===== config.mk =====
export PLATFORM = sky130hd
export DESIGN_NAME = sacs_top
export DESIGN_NICKNAME = d
export VERILOG_FILES = /design/src/pkg/sacs_pkg.sv /design/src/core/sacs_top.sv
export VERILOG_INCLUDE_DIRS = /design/src /design/src/pkg
export SDC_FILE = /design/constraint.sdc
export NUM_CORES = 1
export LEC_CHECK = 0
export BUFFER_PORTS_ARGS = -buffer_cell sky130_fd_sc_hd__clkbuf_2
export CORE_MARGIN = 2
export CORE_UTILIZATION = 49
export CTS_CLUSTER_DIAMETER = 50
export DETAILED_ROUTE_END_ITERATION = 7
export PLACE_DENSITY = 0.84
export SLEW_MARGIN = 20
export SYNTH_ARGS = -nofsm -noshare
export SYNTH_HDL_FRONTEND = slang
export SYNTH_SLANG_ARGS = --single-unit

===== constraint.sdc =====
create_clock -name clk_sys -period 2.5 [get_ports clk_sys]
set_input_delay 0.125 -clock clk_sys [delete_from_list [all_inputs] [get_ports clk_sys]]
set_output_delay 0.125 -clock clk_sys [all_outputs]
set_load 0.1 [all_outputs]

===== src/pkg/sacs_consts.svh =====
`ifndef SACS_CONSTS_SVH
`define SACS_CONSTS_SVH

// ==========================================
// Register addresses.
`define SACS_ADDR_PORT_DATA 8'h05
`define SACS_ADDR_FLAG 8'h0c
`define SACS_ADDR_IRQ_EN 8'h8c
`define SACS_ADDR_RESULT 8'h1e
`define SACS_ADDR_CTRL 8'h1f
`define SACS_ADDR_PCFG 8'h9f

// ==========================================
// Field positions.
`define SACS_CTRL_ON_BIT 0
`define SACS_CTRL_GO_BIT 2
`define SACS_CTRL_CHS_LSB 3
`define SACS_CTRL_CLK_LSB 6
`define SACS_FLAG_BIT 6

// ==========================================
// Reset values.
`define SACS_CTRL_RESET 8'h00
`define SACS_PCFG_RESET 3'h0

// ==========================================
// Clock select codes, divider reloads in core cycles, and conversion counts in half periods of the bit clock.
`define SACS_CLK_DIV2 2'h0
`define SACS_CLK_DIV8 2'h1
`define SACS_CLK_DIV32 2'h2
`define SACS_CLK_RC 2'h3
`define SACS_HALF_DIV2 4'h0
`define SACS_HALF_DIV8 4'h3
`define SACS_HALF_DIV32 4'hf
`define SACS_HALF_LAST 5'h12
`define SACS_HALF_RESOLVE_END 5'h0f
`define SACS_HALF_TOTAL 8'h13

`endif


===== src/pkg/sacs_pkg.sv =====
`default_nettype none
package sacs_pkg;

	typedef enum logic [0:0] {
		SACS_IDLE,
		SACS_CONV
	} sacs_state_t;

	typedef struct packed {
		logic [7:0] addr;
		logic [7:0] wdata;
		logic wr;
		logic rd;
	} sacs_bus_req_t;

	typedef struct packed {
		logic [1:0] conv_clock_select;
		logic [2:0] input_channel_select;
		logic converter_on;
		logic [2:0] pin_function_select;
		logic conversion_complete_flag;
		logic conversion_complete_irq_enable;
		sacs_state_t state;
		logic [3:0] div_cnt;
		logic [4:0] half_cnt;
		logic [7:0] sar;
		logic [7:0] trial;
		logic [7:0] rdata;
	} sacs_state_reg_t;

endpackage
`default_nettype wire


===== src/core/sacs_top.sv =====
// What this block does
// RULE1 - Any reset clears registers, turns converter off, aborts conversion.
// RULE2 - Clock field picks bit period: core/2, core/8, core/32, or RC oscillator.
// RULE3 - Channel field codes 000..100 route inputs zero to four to sample-and-hold.
// RULE4 - With converter on, writing status bit one starts conversion; reads one while busy.
// RULE5 - At completion load result, clear status bit, set completion flag together.
// RULE6 - Converter-on bit enables module; cleared means fully off, no current.
// RULE7 - Control bit 1 and configuration bits 7..3 read as zero.
// RULE8 - Codes 000/010 all analog with supply; 001/011 four analog, pin three reference.
// RULE9 - Code 100 channels 0,1,3 analog; 101 channels 0,1 plus reference; 11x digital.
// RULE10 - Result register has no reset; undefined until first conversion completes.
// RULE11 - A conversion lasts nine and a half bit periods.
// RULE12 - Software picks a clock giving bit period of at least 1.6 us.
// RULE13 - Software waits two bit periods after completion before next acquisition.
// RULE14 - Software never turns converter on and starts conversion in one write.
// RULE15 - RC clock keeps running in sleep so conversion continues there.
// RULE16 - Software lets acquisition time pass after channel change before starting.
// RULE17 - Holding capacitor is disconnected from the pin during conversion.
// RULE18 - Port data reads zero on every pin configured analog.
// RULE19 - Software clears flag, sets enables, then clears flag after reading result.
// RULE20 - Result is built by successive approximation on the held sample.
// RULE21 - Start request while converter is off does nothing; bit reads zero.
// RULE22 - Sequencer counts half periods, one bit per period, MSB first, done at nineteen.
//
// The strobed register port was decided locally.
`timescale 1ns/1ps
`default_nettype none
`include "sacs_consts.svh"

module sacs_top
	import sacs_pkg::*;
(
	input wire logic clk_sys,
	input wire logic rst_n,
	input wire sacs_bus_req_t bus_req,
	output logic [7:0] bus_rdata,
	input wire logic sleep,
	input wire logic rc_half_tick,
	input wire logic cmp_above,
	input wire logic [5:0] port_pin_level,
	output logic module_enable,
	output logic rc_osc_enable,
	output logic sample_connect,
	output logic [2:0] mux_channel,
	output logic [7:0] dac_code,
	output logic ext_ref_select,
	output logic [4:0] analog_channel_mask,
	output logic [7:0] conversion_result,
	output logic conversion_complete_flag,
	output logic conversion_complete_irq_enable
);

	sacs_state_reg_t s_ff;
	sacs_state_reg_t nxt_s;
	logic [7:0] result_ff;
	logic [7:0] nxt_result;
	logic [4:0] ana_ch;
	logic [5:0] pin_analog;
	logic [5:0] port_rd;
	logic ext_ref;
	logic half_tick;
	logic done;

	// ==========================================
	// Pin function decode.
	always_comb begin
		ana_ch = 5'h00;
		ext_ref = 1'b0;
		// RULE8 analog pin map
		unique case (s_ff.pin_function_select)
			3'h0, 3'h2: begin
				ana_ch = 5'h1f;
			end
			3'h1, 3'h3: begin
				ana_ch = 5'h17;
				ext_ref = 1'b1;
			end
			// RULE9 reduced analog sets
			3'h4: begin
				ana_ch = 5'h0b;
			end
			3'h5: begin
				ana_ch = 5'h03;
				ext_ref = 1'b1;
			end
			3'h6, 3'h7: begin
				ana_ch = 5'h00;
			end
		endcase
	end

	// Channel four sits on port pin five, and pin three is analog when it is the reference.
	assign pin_analog = {ana_ch[4], 1'b0, ana_ch[3] | ext_ref, ana_ch[2:0]};

	genvar gi;
	generate
		for (gi = 0; gi < 6; gi++) begin : g_port
			// RULE18 analog pins read low
			assign port_rd[gi] = port_pin_level[gi] & ~pin_analog[gi];
		end
	endgenerate

	// ==========================================
	// Bit clock: dividers stop in sleep, the RC source does not.
	always_comb begin
		// RULE2 clock source select
		unique case (s_ff.conv_clock_select)
			`SACS_CLK_RC: begin
				// RULE15 RC keeps ticking
				half_tick = rc_half_tick;
			end
			default: begin
				half_tick = !sleep && (s_ff.div_cnt == 4'h0);
			end
		endcase
	end

	// RULE11 nineteen half periods
	assign done = (s_ff.state == SACS_CONV) && half_tick && (s_ff.half_cnt == `SACS_HALF_LAST);

	// ==========================================
	// Next state.
	always_comb begin
		logic go_req;
		logic [7:0] cc_rd;
		go_req = 1'b0;
		cc_rd = 8'h00;
		nxt_s = s_ff;
		nxt_result = result_ff;
		nxt_s.rdata = 8'h00;

		// Divider for the core clock sources.
		if ((s_ff.state == SACS_CONV) && (s_ff.conv_clock_select != `SACS_CLK_RC) && !sleep) begin
			if (s_ff.div_cnt == 4'h0) begin
				unique case (s_ff.conv_clock_select)
					`SACS_CLK_DIV8: nxt_s.div_cnt = `SACS_HALF_DIV8;
					`SACS_CLK_DIV32: nxt_s.div_cnt = `SACS_HALF_DIV32;
					default: nxt_s.div_cnt = `SACS_HALF_DIV2;
				endcase
			end else begin
				nxt_s.div_cnt = s_ff.div_cnt - 4'h1;
			end
		end

		// RULE22 half period sequencing
		if ((s_ff.state == SACS_CONV) && half_tick) begin
			nxt_s.half_cnt = s_ff.half_cnt + 5'h01;
			if (s_ff.half_cnt[0] && (s_ff.half_cnt <= `SACS_HALF_RESOLVE_END)) begin
				// RULE20 successive approximation step
				nxt_s.sar = (cmp_above ? s_ff.sar : (s_ff.sar & ~s_ff.trial)) | (s_ff.trial >> 1);
				nxt_s.trial = s_ff.trial >> 1;
			end
		end

		// RULE5 completion effects
		if (done) begin
			nxt_s.state = SACS_IDLE;
			nxt_result = s_ff.sar;
		end

		cc_rd = {s_ff.conv_clock_select, s_ff.input_channel_select,
			s_ff.state == SACS_CONV, 1'b0, s_ff.converter_on};

		if (bus_req.rd) begin
			// RULE7 unimplemented bits zero
			unique case (bus_req.addr)
				`SACS_ADDR_CTRL: nxt_s.rdata = cc_rd;
				`SACS_ADDR_PCFG: nxt_s.rdata = {5'h00, s_ff.pin_function_select};
				`SACS_ADDR_RESULT: nxt_s.rdata = result_ff;
				`SACS_ADDR_PORT_DATA: nxt_s.rdata = {2'h0, port_rd};
				`SACS_ADDR_FLAG: nxt_s.rdata = {1'b0, s_ff.conversion_complete_flag, 6'h00};
				`SACS_ADDR_IRQ_EN: nxt_s.rdata = {1'b0, s_ff.conversion_complete_irq_enable, 6'h00};
				default: nxt_s.rdata = 8'h00;
			endcase
		end

		if (bus_req.wr) begin
			unique case (bus_req.addr)
				`SACS_ADDR_CTRL: begin
					nxt_s.conv_clock_select = bus_req.wdata[`SACS_CTRL_CLK_LSB +: 2];
					nxt_s.input_channel_select = bus_req.wdata[`SACS_CTRL_CHS_LSB +: 3];
					nxt_s.converter_on = bus_req.wdata[`SACS_CTRL_ON_BIT];
					// RULE4 start needs module already on
					// RULE21 ignored while off
					go_req = bus_req.wdata[`SACS_CTRL_GO_BIT] && s_ff.converter_on;
					if (!bus_req.wdata[`SACS_CTRL_GO_BIT] && !done) begin
						nxt_s.state = SACS_IDLE;
					end
				end
				`SACS_ADDR_PCFG: begin
					nxt_s.pin_function_select = bus_req.wdata[2:0];
				end
				`SACS_ADDR_FLAG: begin
					nxt_s.conversion_complete_flag = bus_req.wdata[`SACS_FLAG_BIT];
				end
				`SACS_ADDR_IRQ_EN: begin
					nxt_s.conversion_complete_irq_enable = bus_req.wdata[`SACS_FLAG_BIT];
				end
				default: begin
				end
			endcase
		end

		// A start write arriving while idle launches a fresh conversion.
		if (go_req && (s_ff.state == SACS_IDLE || done)) begin
			nxt_s.state = SACS_CONV;
			nxt_s.half_cnt = 5'h00;
			nxt_s.div_cnt = 4'h0;
			nxt_s.sar = 8'h80;
			nxt_s.trial = 8'h80;
		end else if (go_req) begin
			nxt_s.state = s_ff.state;
		end

		// Hardware set beats a software clear in the same cycle.
		if (done) begin
			nxt_s.conversion_complete_flag = 1'b1;
		end

		// RULE6 module off aborts everything
		if (!nxt_s.converter_on) begin
			nxt_s.state = SACS_IDLE;
		end
	end

	// ==========================================
	// Registers.
	always_ff @(posedge clk_sys or negedge rst_n) begin
		if (!rst_n) begin
			// RULE1 reset aborts and powers down
			s_ff <= '0;
			s_ff.state <= SACS_IDLE;
			s_ff.pin_function_select <= `SACS_PCFG_RESET;
		end else begin
			s_ff <= nxt_s;
		end
	end

	// RULE10 result keeps value through reset
	always_ff @(posedge clk_sys) begin
		result_ff <= nxt_result;
	end

	// ==========================================
	// Outputs.
	assign bus_rdata = s_ff.rdata;
	assign module_enable = s_ff.converter_on;
	// RULE15 RC runs whenever selected and on
	assign rc_osc_enable = s_ff.converter_on && (s_ff.conv_clock_select == `SACS_CLK_RC);
	// RULE17 hold during conversion
	assign sample_connect = s_ff.converter_on && (s_ff.state == SACS_IDLE);
	// RULE3 channel routing
	assign mux_channel = s_ff.input_channel_select;
	assign dac_code = s_ff.sar;
	assign ext_ref_select = ext_ref;
	assign analog_channel_mask = ana_ch;
	assign conversion_result = result_ff;
	assign conversion_complete_flag = s_ff.conversion_complete_flag;
	assign conversion_complete_irq_enable = s_ff.conversion_complete_irq_enable;

	// ==========================================
	// Checks.
	logic [7:0] len_ff;
	logic slept_ff;
	always_ff @(posedge clk_sys or negedge rst_n) begin
		if (!rst_n) begin
			len_ff <= 8'h00;
			slept_ff <= 1'b0;
		end else if (s_ff.state == SACS_IDLE) begin
			len_ff <= 8'h00;
			slept_ff <= 1'b0;
		end else begin
			len_ff <= len_ff + 8'h01;
			slept_ff <= slept_ff | sleep;
		end
	end
endmodule
`default_nettype wire


==> impl_metrics.tcl, run 1 <==
set metrics [dict create \
    htree_num_levels 2 \
    syn-num-nets 324 \
    finalSetupViolCount 0 \
    max_cap_viol_count 0 \
    grt_antenna_before_repair 0 \
    flow.area_growth_from_synthesis_pct 13.9 \
    critical_path_required_ps 2670 \
    leakage_nw 1.50 \
    antenna-diode-count 0 \
    critPathArrivalTime_ps 2400 \
    routed_wire_length_per_instance_um 15.5 \
    cts_sinks 53 \
    number_of_global_route_vias_before_repair 2196 \
    worstPathBufferInverterCount 2 \
    netlist_instances 289 \
    holdCritStartpoint "bus_req[5]" \
    regToRegEndpoint "dac_code[6]" \
    crit_path_top_delay_cell "sky130_fd_sc_hd__or4b_4" \
    start_kind "flop" \
    detailedRoute.firstPassIterationCount 4 \
    r2r_slack_ps 270 \
    synth_cell_type_count 55 \
    fp.coreArea_mm2 0.00582 \
    worstHoldPathCells 2 \
    fp.dieW_um 81.0 \
    post-route-period-util_pct 89.1 \
    routed_wirelength_um 6480 \
    dr_drc_count 0 \
    clk_root_buffer_cell "sky130_fd_sc_hd__clkbuf_8" \
    initial_utilization_pct 49.9 \
    avgSynthCellArea_um2 10.0 \
    crit_path_leading_delay_family "simple AND/OR/NAND/NOR gates" \
    detail_route.vias_per_cell 5.65 \
    timing.critical_path.cells "inv_1, ha_1, or4b_4, or3_4, a211oi_4, buf_12, a311oi_1" \
    async_set_or_reset_flop_fraction_in_the_synthesized_netlist_pct 84.9 \
    report.power.total_mw 1.72 \
    cts_tree "yes" \
    drt_iter0_drc 104 \
    dieArea_mm2 0.00656 \
    number_of_vias_after_detailed_routing 2358 \
    gr_overflow_total 0 \
    outcome "complete, no violations" \
    placement.io_buffers 66 \
    track_usage_pct 20.5 \
    syn_area_mm2 0.00290 \
    synth-edff-count 8 \
    finalClockSkew_ps 10.2 \
    grt_setup_unrepaired "no" \
    floorplan.io_pins 67 \
    chipHeight_um 81.0 \
    timing.critical_path.fanout_max 25 \
    r2r_start "s_ff[29]" \
    finalWeightedCongestion 0.873 \
    finalWorstPathRequiredPeriod_ps 2230 \
    r2r_cells 7 \
    count_of_endpoints_failing_hold_in_the_final_timing_report 0 \
    clkSlewWorstSetupHoldPaths_ps 90 \
    slew_at_the_pin_closest_to_its_max_slew_limit_ps 551 \
    min-delay-path-class "input port to flop" \
    clk-insertion-delay-late_ps 310 \
    power-per-cell-area_mw_per_mm2 519 \
    cts_inserted_buffers 5 \
    final_common_cell "sky130_fd_sc_hd__clkbuf_2" \
    dp_hpwl_um 4940 \
    antenna_left 0 \
    final_core_utilization_pct 56.9 \
    postSynthRegisterBits 53 \
    ir_worst_vdd_mv 0.247 \
    timing.slew.headroom_pct 63.4 \
    num_rows 28 \
    final-max-slew-violation-count 0 \
    end_kind "flop" \
    yosysWarnings 0 \
    grt_start_max_net_pins 26 \
    highest_clock_rate_mhz 449 \
    final.setup.tns_ps 0 \
    clockBufferDepth 2 \
    criticalPathCategory "flop to flop" \
    worstHoldEndpoint "mux_channel[0]" \
    synth_ff_type "sky130_fd_sc_hd__dfrtp_1" \
    synth.yosys.seq_area_share_pct 47.1 \
    slowest_delay_ps 490 \
    final_net_count 376 \
    top_library_cells_by_usage_in_the_layout_fill_and_taps_aside "sky130_fd_sc_hd__clkbuf_2 (66), sky130_fd_sc_hd__dfrtp_1 (45), sky130_fd_sc_hd__inv_1 (22), sky130_fd_sc_hd__a21oi_1 (18), sky130_fd_sc_hd__o21ai_0 (17)" \
    grt_first_pass_wirelength_um 10400 \
    post_route_cells_drive_above_1_share_pct 29.8 \
]
==> repair_timing <==
action,4_1_cts,5_1_grt
resized for setup,0,1
setup endpoints to repair,0,1
hold buffers,1,0
setup buffers,0,0
hold endpoints to repair,16,0
==> per-stage QoR <==
| stage | hold WS (ps) | area (um^2) | setup slack [ps] | cells |
|---|---|---|---|---|
| final | 41.1 | 3310 | 272 | 417 |
| after floorplan | -171 | 2910 | 118 | 289 |
| after global routing | 42.8 | 3310 | 86.6 | 417 |
| after global placement | 87.3 | 3200 | 325 | 408 |
| after CTS | 25.9 | 3300 | 254 | 417 |
| after detailed placement | 92.0 | 3200 | 268 | 408 |
==> final cells by class <==
cell class / instances / area (um^2)
clock inverter: 1 / 6.26
inverter: 22 / 82.6
tap: 75 / 93.8
sequential: 53 / 1370
fill: 525 / 2510
clock buffer: 7 / 86.3
timing repair buffer: 77 / 428
multi-input combinational: 182 / 1240
==> sequential cells by signal, summed over array words and instances, names as in the netlist <==
register,count
conversion_result,8
s_ff,23
mux_channel,3
bus_rdata,8
conversion_complete_irq_enable,1
conversion_complete_flag,1
module_enable,1
dac_code,8
==> cells by family after synthesis <==
family | Yosys count | synth area share [%]
flip-flops | 53 | 47.1
multiplexers | 13 | 4.91
AND/OR/NAND/NOR | 87 | 17.7
buffers and inverters | 54 | 10.3
AO/OA/AOI/OAI | 76 | 17.4
adder cells (fa/ha/maj) | 6 | 2.59
==> report_power, final <==
part	switching, mW	internal (mW)	leakage (nW)
Sequential	0.0301	0.897	0.675
Clock	0.280	0.226	0.0488
Combinational	0.198	0.0844	0.774
==> cells in the mapped netlist (2+ instances only) <==
master | count | share of area [%]
sky130_fd_sc_hd__a211oi_1 | 3 | 0.78
sky130_fd_sc_hd__a21boi_0 | 2 | 0.52
sky130_fd_sc_hd__a21o_1 | 2 | 0.52
sky130_fd_sc_hd__a21oi_1 | 18 | 3.1
sky130_fd_sc_hd__a311oi_1 | 7 | 2.1
sky130_fd_sc_hd__a31oi_1 | 10 | 2.2
sky130_fd_sc_hd__a41oi_1 | 2 | 0.60
sky130_fd_sc_hd__and2_1 | 4 | 0.86
sky130_fd_sc_hd__and3_1 | 2 | 0.43
sky130_fd_sc_hd__buf_4 | 22 | 5.7
sky130_fd_sc_hd__buf_6 | 2 | 0.78
sky130_fd_sc_hd__clkbuf_1 | 7 | 0.91
sky130_fd_sc_hd__dfrtp_1 | 45 | 39
sky130_fd_sc_hd__edfxtp_1 | 8 | 8.3
sky130_fd_sc_hd__ha_1 | 6 | 2.6
sky130_fd_sc_hd__inv_1 | 22 | 2.8
sky130_fd_sc_hd__mux2_2 | 10 | 3.9
sky130_fd_sc_hd__mux2i_1 | 3 | 1.0
sky130_fd_sc_hd__nand2_1 | 13 | 1.7
sky130_fd_sc_hd__nand3_1 | 11 | 1.9
sky130_fd_sc_hd__nand3b_1 | 2 | 0.52
sky130_fd_sc_hd__nand4_1 | 10 | 2.2
sky130_fd_sc_hd__nor2_1 | 10 | 1.3
sky130_fd_sc_hd__nor2b_1 | 2 | 0.43
sky130_fd_sc_hd__nor3_1 | 6 | 1.0
sky130_fd_sc_hd__nor3b_1 | 4 | 1.0
sky130_fd_sc_hd__nor4_1 | 4 | 0.86
sky130_fd_sc_hd__nor4bb_1 | 2 | 0.69
sky130_fd_sc_hd__o21a_1 | 3 | 0.78
sky130_fd_sc_hd__o21ai_0 | 17 | 2.9
sky130_fd_sc_hd__or2_2 | 2 | 0.43
sky130_fd_sc_hd__or3_1 | 3 | 0.65
sky130_fd_sc_hd__or4_1 | 3 | 0.78
==> worst max-delay path by stage <==
stage / from / cells past startpoint / endpoint / slack, ps
2_1_floorplan: s_ff[29] / 6 / conversion_result[0] / 120
5_1_grt: s_ff[29] / 6 / dac_code[5] / 90
4_1_cts: s_ff[29] / 7 / dac_code[6] / 250
6_report: s_ff[29] / 7 / dac_code[6] / 270
3_5_place_dp: s_ff[29] / 7 / dac_code[6] / 270
3_3_place_gp: s_ff[29] / 7 / dac_code[0] / 330
==> layer usage <==
| layer | up-vias | part of all wire [%] | global-route usage [%] |
|---|---|---|---|
| met4 | 0 | 1.8 | 7.12 |
| met2 | 67 | 51 | 36.2 |
| met5 | - | 0 | 0 |
| li1 | 1151 | - | - |
| met3 | 9 | 4.7 | 3.89 |
| met1 | 1131 | 42 | 25.0 |
(Power assumes the default switching activity.)
==> run 2: changes to the inputs <==
--- a/config.mk
+++ b/config.mk
@@ -8,10 +8,11 @@
 export LEC_CHECK = 0
 export BUFFER_PORTS_ARGS = -buffer_cell sky130_fd_sc_hd__clkbuf_2
 export CORE_MARGIN = 2
-export CORE_UTILIZATION = 49
+export CORE_UTILIZATION = 50
+export CTS_BUF_LIST = sky130_fd_sc_hd__clkbuf_8
 export CTS_CLUSTER_DIAMETER = 50
 export DETAILED_ROUTE_END_ITERATION = 7
-export PLACE_DENSITY = 0.84
+export PLACE_DENSITY = 0.85
 export SLEW_MARGIN = 20
 export SYNTH_ARGS = -nofsm -noshare
 export SYNTH_HDL_FRONTEND = slang
==> run 2 against run 1 <==
Against the previous run:
- register-to-register slack got worse by 70 ps
- global-route usage grew 0.23 points
- clock skew shrank 1.7 ps
- critical path depth shrank 2
- combinational power barely moved
- largest cell class unchanged
- utilization grew 2.5 points
- routed wire length fell by 0.97%
- die area is 1.9% lower
- clock-buffer cell count shrank 2
==> impl_metrics.tcl, run 2 (same netlist as run 1, synthesis figures left out) <==
set metrics [dict create \
    slowest_delay_ps 680 \
    number_of_vias_after_detailed_routing 2434 \
    number_of_global_route_vias_before_repair 2311 \
    placed_area_mm2 0.00320 \
    grt_first_pass_wirelength_um 10500 \
    count_of_endpoints_failing_hold_in_the_final_timing_report 0 \
    chipHeight_um 80.2 \
    cts_inserted_buffers 5 \
    grt_start_max_net_pins 46 \
    post-cts-setup-buffer-count 0 \
    cts_tree "yes" \
    timing.critical_path.fanout_max 10 \
    track_usage_pct 20.7 \
    min-delay-path-class "input port to flop" \
    finalSetupViolCount 0 \
    drt_iter0_drc 84 \
    placement.io_buffers 66 \
    final_net_count 376 \
    m1WireLength_um 2740 \
    timing.slew.headroom_pct 46.2 \
    crit_path_leading_delay_family "simple AND/OR/NAND/NOR gates" \
    routed-wl-met3_um 368 \
    leakage_nw 1.49 \
    final-max-slew-violation-count 0 \
    final_common_cell "sky130_fd_sc_hd__clkbuf_2" \
    timing.critical_path.cells "ha_1, nor2b_1, or2_2, nor3_1, a311oi_1" \
    grt_setup_unrepaired "no" \
    antenna-diode-count 0 \
    top_library_cells_by_usage_in_the_layout_fill_and_taps_aside "sky130_fd_sc_hd__clkbuf_2 (66), sky130_fd_sc_hd__dfrtp_1 (45), sky130_fd_sc_hd__inv_1 (24), sky130_fd_sc_hd__a21oi_1 (18), sky130_fd_sc_hd__o21ai_0 (17)" \
    outcome "complete, no violations" \
    final.setup.tns_ps 0 \
    max_cap_viol_count 0 \
    fin_area_mm2 0.00329 \
    flow.area_growth_from_synthesis_pct 13.3 \
    routed_wire_length_per_instance_um 15.5 \
    dr.max_layer_used "met4" \
    criticalPathCategory "flop to flop" \
    finalWeightedCongestion 0.917 \
    clkSlewWorstSetupHoldPaths_ps 100 \
    final_core_utilization_pct 59.4 \
    grt_antenna_before_repair 0 \
    gr_overflow_total 0 \
    num_rows 27 \
    post-route-period-util_pct 91.9 \
    finalClockSkew_ps 8.46 \
    dr_drc_count 0 \
    fp.dieW_um 80.2 \
    power-per-cell-area_mw_per_mm2 507 \
    critical_path_required_ps 2660 \
    clk_root_buffer_cell "sky130_fd_sc_hd__clkbuf_8" \
    fp.coreArea_mm2 0.00554 \
    finalWorstPathRequiredPeriod_ps 2300 \
    dp_hpwl_um 4840 \
    clk-insertion-delay-late_ps 310 \
    slew_at_the_pin_closest_to_its_max_slew_limit_ps 801 \
    antenna_left 0 \
    post_route_cells_drive_above_1_share_pct 29.2 \
    routed_wirelength_um 6410 \
    dieArea_mm2 0.00643 \
    end_kind "flop" \
    wl_met2_um 3200 \
    largest_register_ff_count 23 \
    critPathArrivalTime_ps 2450 \
    floorplan.io_pins 67 \
    start_kind "flop" \
    crit_path_top_delay_cell "sky130_fd_sc_hd__nor3_1" \
    largest_register "s_ff" \
    worstPathBufferInverterCount 0 \
    highest_clock_rate_mhz 435 \
    ir_worst_vdd_mv 0.204 \
    clockBufferDepth 2 \
    initial_utilization_pct 52.4 \
    detailedRoute.firstPassIterationCount 4 \
    htree_num_levels 2 \
    cts_sinks 53 \
    detail_route.vias_per_cell 5.88 \
]
run 2: cell count changes in the layout (fill, tap and decap cells not counted):
cell,before,now
sky130_fd_sc_hd__clkbuf_8,6,5
sky130_fd_sc_hd__nor3_1,5,6
sky130_fd_sc_hd__inv_4,1,0
sky130_fd_sc_hd__inv_1,22,24
sky130_fd_sc_hd__clkinvlp_4,0,1
sky130_fd_sc_hd__clkbuf_1,1,0
sky130_fd_sc_hd__nor3_2,1,0
run 2: what timing repair did:
action	CTS	global route
hold buffers	1	0
gates resized for setup	0	0
endpoints found under the setup margin	0	0
endpoints found under the hold margin	45	0
run 2: layout make-up:
type | count | area [um^2]
Fill cell | 488 | 2250
Sequential cell | 53 | 1370
Multi-Input combinational cell | 182 | 1240
Timing Repair Buffer | 77 | 428
Tap cell | 72 | 90.1
Inverter | 22 | 82.6
Clock buffer | 5 | 68.8
Clock inverter | 3 | 15.0
run 2: path summary, 6_finish.rpt:
kind | start | to | slack [ps] | cells after the start
max in group asynchronous | rst_n | dac_code[6] | 1680 | 3
worst min register to register | s_ff[8] | dac_code[0] | 470 | 1
worst max-delay path | s_ff[44] | dac_code[1] | 200 | 5
worst min-delay path | bus_req[3] | s_ff[37] | 40 | 2
min in group asynchronous | rst_n | s_ff[31] | 420 | 3
worst max register to register | s_ff[44] | dac_code[1] | 200 | 5
run 2: where the power goes:
group	total [mW]	switching [mW]	leakage (nW)	internal, mW
clock network	0.464	0.273	0.0467	0.191
registers	0.925	0.0285	0.675	0.897
logic	0.279	0.196	0.773	0.0833
run 2: per-layer routing:
layer | up-vias | GRT usage (%)
met3 | 13 | 4.38
met5 | - | 0
li1 | 1155 | -
met4 | 0 | 6.95
met2 | 88 | 35.8
met1 | 1178 | 25.7
run 2: metrics by stage:
| stage | cells | hold slack [ps] | worst slack (ps) | total power [mW] |
|---|---|---|---|---|
| after detailed placement | 405 | 246 | 265 | 1.22 |
| final | 414 | 39.4 | 202 | 1.67 |
| after global routing | 414 | 44.6 | 46.0 | 1.74 |
| after floorplan | 289 | -171 | 118 | 1.13 |
| after CTS | 414 | 39.0 | 251 | 1.68 |
| after global placement | 405 | 239 | 323 | 1.21 |
==> run 3: changes to the inputs <==
--- a/config.mk
+++ b/config.mk
@@ -7,12 +7,14 @@
 export NUM_CORES = 1
 export LEC_CHECK = 0
 export BUFFER_PORTS_ARGS = -buffer_cell sky130_fd_sc_hd__clkbuf_2
+export CELL_PAD_IN_SITES_DETAIL_PLACEMENT = 0
+export CELL_PAD_IN_SITES_GLOBAL_PLACEMENT = 2
 export CORE_MARGIN = 2
-export CORE_UTILIZATION = 50
+export CORE_UTILIZATION = 31
 export CTS_BUF_LIST = sky130_fd_sc_hd__clkbuf_8
 export CTS_CLUSTER_DIAMETER = 50
 export DETAILED_ROUTE_END_ITERATION = 7
-export PLACE_DENSITY = 0.85
+export PLACE_DENSITY_LB_ADDON = 0.15
 export SLEW_MARGIN = 20
 export SYNTH_ARGS = -nofsm -noshare
 export SYNTH_HDL_FRONTEND = slang
==> run 3 against run 2 <==
Against the previous run:
- worst setup slack gained 62 ps
- non-clock buffer count rose by 4
- flip-flop and latch count unchanged
- sequential power about the same
- power rose by 2.3%
- register-to-register slack improved by 60 ps
- clock skew rose by 0.65 ps
- critical path type unchanged
- maximum frequency grew 2.8%
- global-route usage down 5.7 points
- cell area increased by 2.5%
- sequential share of layout area decreased by 1.0 points
- critical path depth rose by 2
==> impl_metrics.tcl, run 3 (same netlist as run 1, synthesis figures left out) <==
set metrics [dict create \
    r2r_start "s_ff[29]" \
    criticalPathCategory "flop to flop" \
    max_cap_viol_count 0 \
    count_of_endpoints_failing_hold_in_the_final_timing_report 0 \
    outcome "complete, no violations" \
    number_of_global_route_vias_before_repair 2257 \
    hold_ws_ps 46.7 \
    fp.dieW_um 101 \
    dp_hpwl_um 5590 \
    antenna_left 0 \
    antenna-diode-count 0 \
    finalWeightedCongestion 0.786 \
    routed_wire_length_per_instance_um 16.3 \
    num_rows 35 \
    grt_first_pass_wirelength_um 11800 \
    largest_register_ff_count 23 \
    timing.slew.headroom_pct 60.5 \
    grt_setup_unrepaired "no" \
    finalClockSkew_ps 9.11 \
    finalWorstPathRequiredPeriod_ps 2240 \
    start_kind "flop" \
    final_common_cell "sky130_fd_sc_hd__clkbuf_2" \
    leakage_nw 1.52 \
    fin_ws_ps 264 \
    grt_start_max_net_pins 46 \
    clk_root_buffer_cell "sky130_fd_sc_hd__clkbuf_8" \
    htree_num_levels 2 \
    detailedRoute.firstPassIterationCount 4 \
    clockBufferDepth 2 \
    end_kind "flop" \
    critical_path_required_ps 2680 \
    final-max-slew-violation-count 0 \
    holdCritStartpoint "bus_req[5]" \
    detail_route.vias_per_cell 5.16 \
    gr_overflow_total 0 \
    clk-insertion-delay-late_ps 310 \
    floorplan.io_pins 67 \
    grt_antenna_before_repair 0 \
    critPathLaunch "s_ff[29]" \
    critPathArrivalTime_ps 2410 \
    min-delay-path-class "input port to flop" \
    cts_sinks 53 \
    post-cts-setup-buffer-count 0 \
    post-route-period-util_pct 89.4 \
    flow.area_growth_from_synthesis_pct 16.2 \
    largest_register "s_ff" \
    routed_wirelength_um 7430 \
    slew_at_the_pin_closest_to_its_max_slew_limit_ps 593 \
    ir_worst_vdd_mv 0.204 \
    placement.io_buffers 66 \
    dieArea_mm2 0.0102 \
    track_usage_pct 15.1 \
    final.setup.tns_ps 0 \
    cts_inserted_buffers 5 \
    fp.coreArea_mm2 0.00915 \
    chipHeight_um 101 \
    clkSlewWorstSetupHoldPaths_ps 100 \
    finalSetupViolCount 0 \
    highest_clock_rate_mhz 447 \
    post_route_cells_drive_above_1_share_pct 30.3 \
    power-per-cell-area_mw_per_mm2 506 \
    cts_tree "yes" \
    layout.filler_cells 957 \
    timing.critical_path.fanout_max 25 \
    report.power.total_mw 1.71 \
    initial_utilization_pct 31.7 \
    final_net_count 380 \
    final_core_utilization_pct 36.9 \
    dr_drc_count 0 \
    top_library_cells_by_usage_in_the_layout_fill_and_taps_aside "sky130_fd_sc_hd__clkbuf_2 (66), sky130_fd_sc_hd__dfrtp_1 (45), sky130_fd_sc_hd__inv_1 (24), sky130_fd_sc_hd__a21oi_1 (18), sky130_fd_sc_hd__o21ai_0 (17)" \
    place_ws_ps 235 \
    drt_iter0_drc 64 \
    number_of_vias_after_detailed_routing 2358 \
]
## run 3: cell types whose count changed in the layout (fill, tap and decap cells not counted)
cell	change
sky130_fd_sc_hd__buf_4	+4
sky130_fd_sc_hd__nor3_1	-1
sky130_fd_sc_hd__nor3_2	+1
## run 3: through the flow
stage	area (um^2)	instances
2_1_floorplan	2910	289
3_3_place_gp	3270	448
3_5_place_dp	3270	448
4_1_cts	3370	457
5_1_grt	3370	457
6_report	3370	457
## run 3: routing by layer
layer | track usage [%] | up-vias | wire length, um
met1 | 19.4 | 1121 | 3300
li1 | - | 1165 | -
met2 | 25.5 | 62 | 3670
met3 | 2.57 | 10 | 305
met4 | 5.37 | 0 | 155
met5 | 0 | - | 0
## run 3: worst max-delay path: stages, from the launching register on
cell,delay [ps]
sky130_fd_sc_hd__dfrtp_1,420
sky130_fd_sc_hd__inv_1,70
sky130_fd_sc_hd__ha_1,240
sky130_fd_sc_hd__or4b_4,490
sky130_fd_sc_hd__or3_4,360
sky130_fd_sc_hd__a211oi_4,250
sky130_fd_sc_hd__buf_12,200
sky130_fd_sc_hd__a311oi_1,60
## run 3: final timing paths
kind	to	slack, ps	depth (start not counted)
max	dac_code[4]	260	7
min	mux_channel[0]	50	2
max reg2reg	dac_code[4]	260	7
min reg2reg	dac_code[0]	460	1
max in group asynchronous	s_ff[25]	1660	3
min in group asynchronous	mux_channel[1]	430	3
## run 3: what timing repair did
action / 4_1_cts / 5_1_grt
resized for setup: 0 / 1
endpoints found under the hold margin: 45 / 0
endpoints found under the setup margin: 0 / 7
hold buffers: 1 / 0
## run 3: power by group
| group | internal (mW) | switching (mW) | leakage, nW |
|---|---|---|---|
| clock | 0.191 | 0.297 | 0.0467 |
| combinational | 0.0887 | 0.204 | 0.794 |
| sequential | 0.897 | 0.0284 | 0.675 |
## run 3: cell type report
| type | count | area, um^2 | share of cell area (%) |
|---|---|---|---|
| Clock buffer | 5 | 68.8 | 2.04 |
| Inverter | 22 | 82.6 | 2.45 |
| Clock inverter | 3 | 15.0 | 0.445 |
| Tap cell | 111 | 139 | 4.12 |
| Sequential cell | 53 | 1370 | 40.5 |
| Multi-Input combinational cell | 182 | 1240 | 36.9 |
| Timing Repair Buffer | 81 | 458 | 13.6 |
